==> config.mk <==
export PLATFORM = sky130hd
export DESIGN_NAME = bkr_ctrl
export DESIGN_NICKNAME = d
export VERILOG_FILES = /design/src/core/bkr_pkg.sv /design/src/core/bkr_ctrl.sv
export SDC_FILE = /design/constraint.sdc
export NUM_CORES = 1
export LEC_CHECK = 0
export BUFFER_PORTS_ARGS = -buffer_cell sky130_fd_sc_hd__buf_2
export CAP_MARGIN = 20
export CORE_MARGIN = 3
export CORE_UTILIZATION = 63
export DETAILED_ROUTE_END_ITERATION = 10
export PLACE_DENSITY_LB_ADDON = 0.08
export SYNTH_ARGS = -nofsm -noshare
export SYNTH_HDL_FRONTEND = slang
export SYNTH_SLANG_ARGS = --single-unit
export TNS_END_PERCENT = 10
==> constraint.sdc <==
create_clock -name mclk_i -period 28 [get_ports mclk_i]
set_input_delay 1.4 -clock mclk_i [delete_from_list [all_inputs] [get_ports mclk_i]]
set_output_delay 1.4 -clock mclk_i [all_outputs]
set_load 0.01 [all_outputs]
==> src/core/bkr_pkg.sv <==
package bkr_pkg;

  // ----------------------------------------------------------------
  // Sizes
  // ----------------------------------------------------------------
  localparam int NREG  = 4;
  localparam int CNT_W = 20;

  // ----------------------------------------------------------------
  // Register map (byte addresses on the register port)
  // ----------------------------------------------------------------
  localparam logic [1:0] OFS_NORMAL = 2'h0;
  localparam logic [1:0] OFS_SCALED = 2'h1;
  localparam logic [1:0] OFS_CFG    = 2'h2;
  localparam logic [1:0] OFS_STATUS = 2'h3;
  localparam logic [7:0] ADDR_MASK  = 8'h10;
  localparam logic [3:0] PERREG_HI  = 4'h0;

  // Status bit positions
  localparam int ST_WARN_BIT  = 0;
  localparam int ST_SHORT_BIT = 1;

  // Mask register bit positions
  localparam int MSK_WARN_BIT  = 0;
  localparam int MSK_SHORT_BIT = 1;

  // ----------------------------------------------------------------
  // Reset values
  // ----------------------------------------------------------------
  localparam logic [7:0] RST_NORMAL = 8'h3c;
  localparam logic [7:0] RST_SCALED = 8'h3c;
  localparam logic [7:0] RST_CFG    = 8'h01;
  localparam logic [1:0] RST_MASK   = 2'h0;

  // Scaling trigger source
  localparam logic [1:0] TRIG_CMD   = 2'h0;
  localparam logic [1:0] TRIG_SLEEP = 2'h1;
  localparam logic [1:0] TRIG_DEEP  = 2'h2;

  // ----------------------------------------------------------------
  // Voltage mapping, millivolts
  // ----------------------------------------------------------------
  localparam logic [15:0] MV_BASE    = 16'h0258;
  localparam logic [7:0]  STEP_HI_MV = 8'h14;
  localparam logic [7:0]  STEP_LO_MV = 8'h05;
  localparam logic [7:0]  CODE_CLAMP = 8'he9;
  localparam logic [15:0] LPM_DIV    = 16'h0032;

  // ----------------------------------------------------------------
  // Timing
  // ----------------------------------------------------------------
  localparam int CLK_NS       = 25;
  localparam int SLEW_LO_MVUS = 20;
  localparam int SLEW_HI_MVUS = 80;
  localparam int STEP_LO_NS   = 5 * 1000 / SLEW_LO_MVUS;
  localparam int STEP_HI_NS   = 20 * 1000 / SLEW_HI_MVUS;
  localparam int STEP_LO_CYC  = STEP_LO_NS / CLK_NS;
  localparam int STEP_HI_CYC  = STEP_HI_NS / CLK_NS;
  localparam int SS_MS        = 1;
  localparam int SS_CYC       = SS_MS * 1000000 / CLK_NS;
  localparam int RETRY_MS     = 14;
  localparam int RETRY_CYC    = RETRY_MS * 1000000 / CLK_NS;
  localparam int HS_MIN_NS    = 50;
  localparam int HS_MIN_CYC   = (HS_MIN_NS + CLK_NS - 1) / CLK_NS;
  localparam logic [4:0] WARN_CYCLES = 5'h10;

  // ----------------------------------------------------------------
  // Types
  // ----------------------------------------------------------------
  typedef struct packed {
    logic       scale_cmd;
    logic [1:0] trig_src;
    logic [1:0] current_limit_code;
    logic       low_power_enable;
    logic       output_range_select;
    logic       enable;
  } bkr_cfg_s;

  typedef enum logic [1:0] {
    ST_OFF   = 2'b00,
    ST_SOFT  = 2'b01,
    ST_ON    = 2'b11,
    ST_RETRY = 2'b10
  } bkr_state_e;

endpackage : bkr_pkg

==> src/core/bkr_ctrl.sv <==
`timescale 1ns/1ps
`default_nettype none

module bkr_ctrl #(
  parameter int         SS_CYCLES    = bkr_pkg::SS_CYC,
  parameter int         RETRY_CYCLES = bkr_pkg::RETRY_CYC,
  parameter logic [3:0] VIN_OV_HIGH  = 4'h0
) (
  // Clock and reset
  input  wire logic                                 mclk_i,
  input  wire logic                                 rst_b_i,
  // Register port from the serial interface
  input  wire logic                                 reg_wr_i,
  input  wire logic                                 reg_rd_i,
  input  wire logic [7:0]                           reg_addr_i,
  input  wire logic [7:0]                           reg_wdata_i,
  output var  logic [7:0]                           reg_rdata_o,
  // System state
  input  wire logic [bkr_pkg::NREG-1:0]             seq_enable_i,
  input  wire logic                                 sleep_i,
  input  wire logic                                 deep_sleep_mode_i,
  input  wire logic [bkr_pkg::NREG-1:0]             power_ok_status_i,
  // Power stage sense
  input  wire logic [bkr_pkg::NREG-1:0]             cycle_start_i,
  input  wire logic [bkr_pkg::NREG-1:0]             hs_request_i,
  input  wire logic [bkr_pkg::NREG-1:0]             peak_warn_i,
  input  wire logic [bkr_pkg::NREG-1:0]             peak_limit_i,
  input  wire logic [bkr_pkg::NREG-1:0]             peak_short_i,
  input  wire logic [bkr_pkg::NREG-1:0]             valley_limit_i,
  // Power stage control
  output var  logic [bkr_pkg::NREG-1:0][15:0]       target_mv_o,
  output var  logic [bkr_pkg::NREG-1:0][7:0]        active_code_o,
  output var  logic [bkr_pkg::NREG-1:0]             range_low_o,
  output var  logic [bkr_pkg::NREG-1:0]             run_o,
  output var  logic [bkr_pkg::NREG-1:0]             soft_start_o,
  output var  logic [bkr_pkg::NREG-1:0]             discharge_o,
  output var  logic [bkr_pkg::NREG-1:0]             force_pwm_o,
  output var  logic [bkr_pkg::NREG-1:0]             power_save_allow_o,
  output var  logic [bkr_pkg::NREG-1:0]             light_load_power_mode_o,
  output var  logic [bkr_pkg::NREG-1:0]             ovuv_ignore_o,
  output var  logic [bkr_pkg::NREG-1:0]             hs_gate_o,
  output var  logic [bkr_pkg::NREG-1:0][3:0]        current_limit_code_peak_amp_o,
  output var  logic [bkr_pkg::NREG-1:0][3:0]        current_limit_code_valley_amp_o,
  output var  logic [bkr_pkg::NREG-1:0]             vin_ov_high_o,
  // Interrupt
  output logic                                      interrupt_out_n_o
);

  // ----------------------------------------------------------------
  // Functions
  // ----------------------------------------------------------------
  function automatic logic [15:0] code_to_mv(input logic [7:0] code, input logic low);
    logic [7:0] c;
    c = code;
    if (low) begin
      code_to_mv = bkr_pkg::MV_BASE + 16'(c) * 16'(bkr_pkg::STEP_LO_MV);
    end else begin
      if (c > bkr_pkg::CODE_CLAMP) begin
        c = bkr_pkg::CODE_CLAMP;
      end
      code_to_mv = bkr_pkg::MV_BASE + 16'(c) * 16'(bkr_pkg::STEP_HI_MV);
    end
  endfunction : code_to_mv

  // Peak and valley thresholds in whole amps
  function automatic logic [7:0] current_limit_code_lookup(input logic [1:0] code, input logic big);
    case ({big, code})
      3'b100:  current_limit_code_lookup = {4'h6, 4'h5};
      3'b101:  current_limit_code_lookup = {4'h7, 4'h6};
      3'b110:  current_limit_code_lookup = {4'h8, 4'h7};
      3'b111:  current_limit_code_lookup = {4'h9, 4'h8};
      3'b000:  current_limit_code_lookup = {4'h4, 4'h3};
      3'b001:  current_limit_code_lookup = {4'h5, 4'h4};
      3'b010:  current_limit_code_lookup = {4'h6, 4'h6};
      3'b011:  current_limit_code_lookup = {4'h7, 4'h6};
      default: current_limit_code_lookup = {4'h4, 4'h3};
    endcase
  endfunction : current_limit_code_lookup

  // ----------------------------------------------------------------
  // Register file
  // ----------------------------------------------------------------
  logic [bkr_pkg::NREG-1:0][7:0] normal_setpoint_r;
  logic [bkr_pkg::NREG-1:0][7:0] scaled_setpoint_r;
  bkr_pkg::bkr_cfg_s [bkr_pkg::NREG-1:0] cfg_r;
  logic [1:0]                    mask_r;
  logic [bkr_pkg::NREG-1:0]      current_warning_flag_r;
  logic [bkr_pkg::NREG-1:0]      short_flag_r;
  logic [bkr_pkg::NREG-1:0]      walking_w;
  logic [bkr_pkg::NREG-1:0]      on_w;

  wire       perreg_sel = (reg_addr_i[7:4] == bkr_pkg::PERREG_HI);
  wire [1:0] reg_idx    = reg_addr_i[3:2];
  wire [1:0] reg_fld    = reg_addr_i[1:0];
  wire       mask_sel   = (reg_addr_i == bkr_pkg::ADDR_MASK);

  wire [7:0] status_w = {3'h0, on_w[reg_idx], walking_w[reg_idx], power_ok_status_i[reg_idx],
                         short_flag_r[reg_idx], current_warning_flag_r[reg_idx]};

  wire [7:0] perreg_rd = (reg_fld == bkr_pkg::OFS_NORMAL) ? normal_setpoint_r[reg_idx] :
                         (reg_fld == bkr_pkg::OFS_SCALED) ? scaled_setpoint_r[reg_idx] :
                         (reg_fld == bkr_pkg::OFS_CFG)    ? 8'(cfg_r[reg_idx]) : status_w;

  wire [7:0] rd_mux = perreg_sel ? perreg_rd : (mask_sel ? {6'h0, mask_r} : 8'h00);

  always_ff @(posedge mclk_i) begin
    if (!rst_b_i) begin
      reg_rdata_o <= 8'h00;
    end else if (reg_rd_i) begin
      reg_rdata_o <= rd_mux;
    end
  end

  // Range bit stays writable while enabled; host keeps it steady then.
  always_ff @(posedge mclk_i) begin
    if (!rst_b_i) begin
      for (int i = 0; i < bkr_pkg::NREG; i++) begin
        normal_setpoint_r[i] <= bkr_pkg::RST_NORMAL;
        scaled_setpoint_r[i] <= bkr_pkg::RST_SCALED;
        cfg_r[i]             <= bkr_pkg::RST_CFG;
      end
      mask_r <= bkr_pkg::RST_MASK;
    end else if (reg_wr_i) begin
      if (perreg_sel && reg_fld == bkr_pkg::OFS_NORMAL) begin
        normal_setpoint_r[reg_idx] <= reg_wdata_i;
      end
      if (perreg_sel && reg_fld == bkr_pkg::OFS_SCALED) begin
        scaled_setpoint_r[reg_idx] <= reg_wdata_i;
      end
      if (perreg_sel && reg_fld == bkr_pkg::OFS_CFG) begin
        cfg_r[reg_idx] <= bkr_pkg::bkr_cfg_s'(reg_wdata_i);
      end
      if (mask_sel) begin
        mask_r <= reg_wdata_i[1:0];
      end
    end
  end

  // ----------------------------------------------------------------
  // Interrupt
  // ----------------------------------------------------------------
  wire irq_any = (|current_warning_flag_r & ~mask_r[bkr_pkg::MSK_WARN_BIT]) |
                 (|short_flag_r & ~mask_r[bkr_pkg::MSK_SHORT_BIT]);

  assign interrupt_out_n_o = ~irq_any;

  // ----------------------------------------------------------------
  // Per-regulator control
  // ----------------------------------------------------------------
  for (genvar g = 0; g < bkr_pkg::NREG; g++) begin : g_reg
    bkr_pkg::bkr_state_e      state_r;
    bkr_pkg::bkr_state_e      state_nxt;
    logic [bkr_pkg::CNT_W-1:0] tmr_r;
    logic [7:0]               active_r;
    logic [3:0]               step_r;
    logic [4:0]               warn_cnt_r;
    logic [1:0]               on_cnt_r;

    wire bkr_pkg::bkr_cfg_s cfg = cfg_r[g];
    wire scale_sel = (cfg.trig_src == bkr_pkg::TRIG_CMD   && cfg.scale_cmd) ||
                     (cfg.trig_src == bkr_pkg::TRIG_SLEEP && sleep_i) ||
                     (cfg.trig_src == bkr_pkg::TRIG_DEEP  && deep_sleep_mode_i);
    wire [7:0] target_code = scale_sel ? scaled_setpoint_r[g] : normal_setpoint_r[g];
    wire       range_low   = cfg.output_range_select;
    wire       en_req      = seq_enable_i[g] & cfg.enable;
    wire       running     = (state_r == bkr_pkg::ST_SOFT) || (state_r == bkr_pkg::ST_ON);
    wire       short_ev    = running & peak_short_i[g];
    wire       walking     = running && (active_r != target_code);
    wire [3:0] step_last   = range_low ? 4'(bkr_pkg::STEP_LO_CYC - 1) : 4'(bkr_pkg::STEP_HI_CYC - 1);
    wire [15:0] base_mv    = code_to_mv(active_r, range_low);
    wire [15:0] lpm_mv     = base_mv + base_mv / bkr_pkg::LPM_DIV;
    wire [7:0] current_limit_code_pv     = current_limit_code_lookup(cfg.current_limit_code, (g < 2));
    wire       clr_rd      = reg_rd_i && perreg_sel && reg_idx == 2'(g) && reg_fld == bkr_pkg::OFS_STATUS;
    wire       warn_ev     = running && cycle_start_i[g] && peak_warn_i[g] &&
                             (warn_cnt_r == bkr_pkg::WARN_CYCLES - 5'h01);
    wire       tmr_ss_done = (tmr_r == bkr_pkg::CNT_W'(SS_CYCLES - 1));
    wire       tmr_rt_done = (tmr_r == bkr_pkg::CNT_W'(RETRY_CYCLES - 1));
    wire       min_on_done = (on_cnt_r >= 2'(bkr_pkg::HS_MIN_CYC));

    assign walking_w[g] = walking;
    assign on_w[g]      = (state_r == bkr_pkg::ST_ON);

    always_comb begin
      state_nxt = state_r;
      case (state_r)
        bkr_pkg::ST_OFF: begin
          if (en_req) begin
            state_nxt = bkr_pkg::ST_SOFT;
          end
        end
        bkr_pkg::ST_SOFT: begin
          if (!en_req) begin
            state_nxt = bkr_pkg::ST_OFF;
          end else if (short_ev) begin
            state_nxt = bkr_pkg::ST_RETRY;
          end else if (tmr_ss_done) begin
            state_nxt = bkr_pkg::ST_ON;
          end
        end
        bkr_pkg::ST_ON: begin
          if (!en_req) begin
            state_nxt = bkr_pkg::ST_OFF;
          end else if (short_ev) begin
            state_nxt = bkr_pkg::ST_RETRY;
          end
        end
        bkr_pkg::ST_RETRY: begin
          if (!en_req) begin
            state_nxt = bkr_pkg::ST_OFF;
          end else if (tmr_rt_done) begin
            state_nxt = bkr_pkg::ST_SOFT;
          end
        end
        default: state_nxt = bkr_pkg::ST_OFF;
      endcase
    end

    always_ff @(posedge mclk_i) begin
      if (!rst_b_i) begin
        state_r <= bkr_pkg::ST_OFF;
        tmr_r   <= '0;
      end else begin
        state_r <= state_nxt;
        tmr_r   <= (state_nxt != state_r) ? '0 : tmr_r + 1'b1;
      end
    end

    // Setpoint walk; while off the code follows the target so soft start ramps to it
    always_ff @(posedge mclk_i) begin
      if (!rst_b_i) begin
        active_r <= 8'h00;
        step_r   <= 4'h0;
      end else if (!running) begin
        active_r <= target_code;
        step_r   <= 4'h0;
      end else if (!walking) begin
        step_r <= 4'h0;
      end else if (step_r >= step_last) begin
        step_r   <= 4'h0;
        active_r <= (active_r < target_code) ? active_r + 8'h01 : active_r - 8'h01;
      end else begin
        step_r <= step_r + 4'h1;
      end
    end

    // Consecutive 75 percent cycles; the set wins over a same-cycle read
    always_ff @(posedge mclk_i) begin
      if (!rst_b_i) begin
        warn_cnt_r                <= 5'h00;
        current_warning_flag_r[g] <= 1'b0;
        short_flag_r[g]           <= 1'b0;
      end else begin
        if (!running || (cycle_start_i[g] && !peak_warn_i[g])) begin
          warn_cnt_r <= 5'h00;
        end else if (cycle_start_i[g] && warn_cnt_r < bkr_pkg::WARN_CYCLES) begin
          warn_cnt_r <= warn_cnt_r + 5'h01;
        end
        current_warning_flag_r[g] <= warn_ev | (current_warning_flag_r[g] & ~clr_rd);
        short_flag_r[g]           <= short_ev | (short_flag_r[g] & ~clr_rd);
      end
    end

    // High side: valley holds off a new pulse, peak cuts it only after the minimum on time
    always_ff @(posedge mclk_i) begin
      if (!rst_b_i) begin
        hs_gate_o[g] <= 1'b0;
        on_cnt_r     <= 2'h0;
      end else if (!running || short_ev) begin
        hs_gate_o[g] <= 1'b0;
        on_cnt_r     <= 2'h0;
      end else if (!hs_gate_o[g]) begin
        hs_gate_o[g] <= hs_request_i[g] & ~valley_limit_i[g];
        on_cnt_r     <= 2'h1;
      end else if (min_on_done && (!hs_request_i[g] || peak_limit_i[g])) begin
        hs_gate_o[g] <= 1'b0;
        on_cnt_r     <= 2'h0;
      end else if (!min_on_done) begin
        on_cnt_r <= on_cnt_r + 2'h1;
      end
    end

    always_ff @(posedge mclk_i) begin
      if (!rst_b_i) begin
        target_mv_o[g]             <= 16'h0000;
        active_code_o[g]           <= 8'h00;
        range_low_o[g]             <= 1'b0;
        run_o[g]                   <= 1'b0;
        soft_start_o[g]            <= 1'b0;
        discharge_o[g]             <= 1'b1;
        force_pwm_o[g]             <= 1'b0;
        power_save_allow_o[g]      <= 1'b0;
        light_load_power_mode_o[g] <= 1'b0;
        ovuv_ignore_o[g]           <= 1'b0;
        current_limit_code_peak_amp_o[g]         <= 4'h0;
        current_limit_code_valley_amp_o[g]       <= 4'h0;
        vin_ov_high_o[g]           <= 1'b0;
      end else begin
        target_mv_o[g]             <= cfg.low_power_enable ? lpm_mv : base_mv;
        active_code_o[g]           <= active_r;
        range_low_o[g]             <= range_low;
        run_o[g]                   <= running;
        soft_start_o[g]            <= (state_r == bkr_pkg::ST_SOFT);
        discharge_o[g]             <= ~running;
        force_pwm_o[g]             <= walking;
        power_save_allow_o[g]      <= running & ~walking;
        light_load_power_mode_o[g] <= running & cfg.low_power_enable;
        ovuv_ignore_o[g]           <= walking;
        current_limit_code_peak_amp_o[g]         <= current_limit_code_pv[7:4];
        current_limit_code_valley_amp_o[g]       <= current_limit_code_pv[3:0];
        vin_ov_high_o[g]           <= VIN_OV_HIGH[g];
      end
    end
  end

endmodule : bkr_ctrl

`default_nettype wire

==> impl_metrics.ini <==
[detailed_routing]
wirelength_mm = 80.1
dr.pass1.iters = 6
drc = 0
final_antenna_net_count = 0
vias = 28000
drt_iter0_markers = 2323
vias_per_cell = 6.03
routedWlPerCell_um = 17.2

[timing]
max_freq_mhz = 85.6
setup_tns_ns = 0
finClkSkew_ns = 0.0256
hold_viol_final = 0
slew_violations = 0
finalSetupViolCount = 0
rsz0062_at_grt = false
slew_headroom_pct = 20.5
fin_crit_sh_pct = 41.7
worst-slew-pin-transition_ns = 1.19
period_minus_slack_ns = 11.69

[clock_network]
postCtsHoldBufs = 0
clock-sinks = 427
h-tree-depth = 2
cts_setup_buffers = 0
clock_path_buffers = 3
tritoncts = built
tritoncts.num_buffers = 47
cts_resized = 0
clkTransAtPathRegs_ns = 0.06
cts-root-buf = clkbuf_16
insertion_delay_ns = 0.60

[floorplan]
die-area_um2 = 52000
fp.dieW_um = 228
io-pin-count = 231
core_area_um2 = 48200
rows = 80
die_h_um = 228
initial_core_util_pct = 64.3

[job]
drv_cap = 0

[synthesis]
netlist_area_um2 = 31000
synthCells = 3811
async_reset_ff_share_pct = 0
synth_most_common_cell = dfxtp_1
ys_seq_elements = 427
yosysSeqAreaShare_pct = 27.5
syn_area_per_cell_um2 = 8.15
yosys.cell_types.count = 120
synthTopCellsByCount = 427 x dfxtp_1, 390 x nand2_1, 369 x nor2_1
yosysWarnings = 0
synth-edff-count = 0
synth.area.top_cells = dfxtp_1 28%, ha_1 9.4%, nand2_1 4.7%, nor2_1 4.5%, xnor2_1 3.7%
yosys.area.top_type = dfxtp_1
netlist.area_leader.share_pct = 27.5
synth_flop_cell = dfxtp_1

[placed_design]
io_buffers = 218
hpwl_mm = 58.8
placed_area_um2 = 32500
place.gp.congestion = 0.932

[worst_hold_path]
hp-class = register to register

[power]
power.total_mw = 2.74
power-per-cell-area_nw_per_um2 = 80.4
peakVddDrop_mv = 0.0664
p_leak_nw = 15.1

[status]
status = finished, final reports clean

[setup_path]
cp_data_arrival_time_ns = 12.16
start_kind = register
criticalPathCategory = register to register
crit_slowest_cell = dfxtp_1
critPathMaxStageDelay_ns = 0.71
required_ns = 28.47
cp_max_fo = 16
endpoint_kind = register

[global_routing]
grt_start_max_net_pins = 121
grt_pass1_vias = 25900
use_met3_pct = 4.22
use_met1_pct = 40.5
grt.busiest_layer = met2
grt_pass1_wl_mm = 130
use_met2_pct = 47.8
grt_overflow = 0
antenna_found_initial = 7
grt_use_total_pct = 29.6

[finish]
fin_nets = 4270
final_layout_size_suffix_gt1_share_pct = 11.4
fin_area_um2 = 34100
post-route-util_pct = 70.7
area_growth_pct = 9.89
-- critical path: cells and delay by family (launching register included) --
family	cells	cell delay, ns
adders and majority gates	6	1.90
and+or+nand+nor	8	1.03
DFF	1	0.71
muxes	3	0.90
xor gates and xnor gates	3	0.85
buffers and inverters	1	0.06
AOI/OAI and AO/OA	23	6.10
-- layout make-up --
type,instances,area (um2)
repair buffers,243,1280
flip-flops and latches,427,8550
clock inverters,15,171
multi-input cells,3024,21100
clock buffers,68,1420
inverters,211,800
well taps,656,821
diodes,6,15.0
fillers,4013,14100
-- per-stage QoR --
step           setup WS [ns]  std cells  hold WS [ns]
4_1_cts                16.40       4642         0.472
6_report               16.31       4650         0.461
5_1_grt                15.10       4649         0.496
3_3_place_gp           16.59       4558         0.437
3_5_place_dp           16.42       4559         0.451
2_1_floorplan          17.89       3834         0.426
-- logic make-up (layout without fill, tap and decap cells) --
group	count (synthesis)	count (layout)	synth area share [%]
AO/OA/AOI/OAI	890	890	20.2
XOR/XNOR	216	216	6.14
adder cells (fa/ha/maj)	272	272	11.6
buffers and inverters	383	537	4.94
flip-flops	427	427	27.5
multiplexers	168	168	6.85
other	1	30	0.0121
AND/OR/NAND/NOR	1454	1454	22.8
-- placed cells by master (no fill, tap or decap), types with 14 or more instances in the layout --
cell type | synthesis | layout
a31oi_1 | 20 | 20
nor2_1 | 369 | 369
and3_1 | 62 | 62
or3_1 | 15 | 15
o21ai_0 | 147 | 147
nor3b_1 | 14 | 14
o21bai_1 | 28 | 28
or2_2 | 27 | 27
a21o_1 | 66 | 66
a21boi_0 | 43 | 43
mux2_2 | 18 | 18
nand2_1 | 390 | 390
conb_1 | 1 | 24
xnor2_1 | 132 | 132
dfxtp_1 | 427 | 427
nor2b_1 | 97 | 97
nand4_1 | 45 | 45
a21oi_1 | 188 | 188
a22oi_1 | 15 | 15
nand2b_1 | 23 | 23
buf_4 | 19 | 23
xor2_1 | 82 | 82
nand3_1 | 148 | 148
a211oi_1 | 28 | 28
nor3_1 | 84 | 83
ha_1 | 234 | 234
fa_1 | 28 | 28
nor4_1 | 27 | 27
o22ai_1 | 14 | 14
mux4_2 | 32 | 32
o21a_1 | 35 | 35
mux2i_1 | 114 | 114
o211a_1 | 34 | 34
o211ai_1 | 56 | 56
buf_2 | 8 | 219
clkbuf_16 | 0 | 49
inv_1 | 201 | 201
o31ai_1 | 32 | 32
and2_1 | 90 | 90
-- final timing paths --
kind,cells past startpoint,startpoint,to,slack [ns]
max,44,g_reg[3].active_r[7]$_SDFFE_PN0P_,target_mv_o[60]$_SDFF_PN0_,16.31
min,1,g_reg[2].tmr_r[0]$_SDFF_PP0_,g_reg[2].tmr_r[0]$_SDFF_PP0_,0.46
max reg2reg,44,g_reg[3].active_r[7]$_SDFFE_PN0P_,target_mv_o[60]$_SDFF_PN0_,16.31
min reg2reg,1,g_reg[2].tmr_r[0]$_SDFF_PP0_,g_reg[2].tmr_r[0]$_SDFF_PP0_,0.46
-- power by group --
| part | internal (mW) | switching [mW] | total [mW] |
|---|---|---|---|
| clock | 0.379 | 0.258 | 0.636 |
| sequential | 0.625 | 0.0169 | 0.642 |
| combinational | 0.598 | 0.866 | 1.46 |
| total | 1.60 | 1.14 | 2.74 |
-- per-layer routing --
| layer | part of all wire (%) | vias up |
|---|---|---|
| li1 | - | 13900 |
| met1 | 45 | 13100 |
| met2 | 45 | 903 |
| met3 | 6.5 | 175 |
| met4 | 3.2 | 4 |
| met5 | 0.040 | - |
-- registers in the layout (all words and copies together), names as in the netlist, 8 cells and up --
| name | flops |
|---|---|
| current_limit_code_peak_amp_o | 11 |
| g.warn_cnt_r | 20 |
| scaled_setpoint_r | 32 |
| current_limit_code_valley_amp_o | 14 |
| g.on_cnt_r | 8 |
| reg_rdata_o | 8 |
| normal_setpoint_r | 32 |
| g.state_r | 8 |
| cfg_r | 28 |
| g.step_r | 16 |
| active_code_o | 32 |
| g.tmr_r | 80 |
| g.active_r | 32 |
| target_mv_o | 60 |
(Power assumes the default switching activity.)
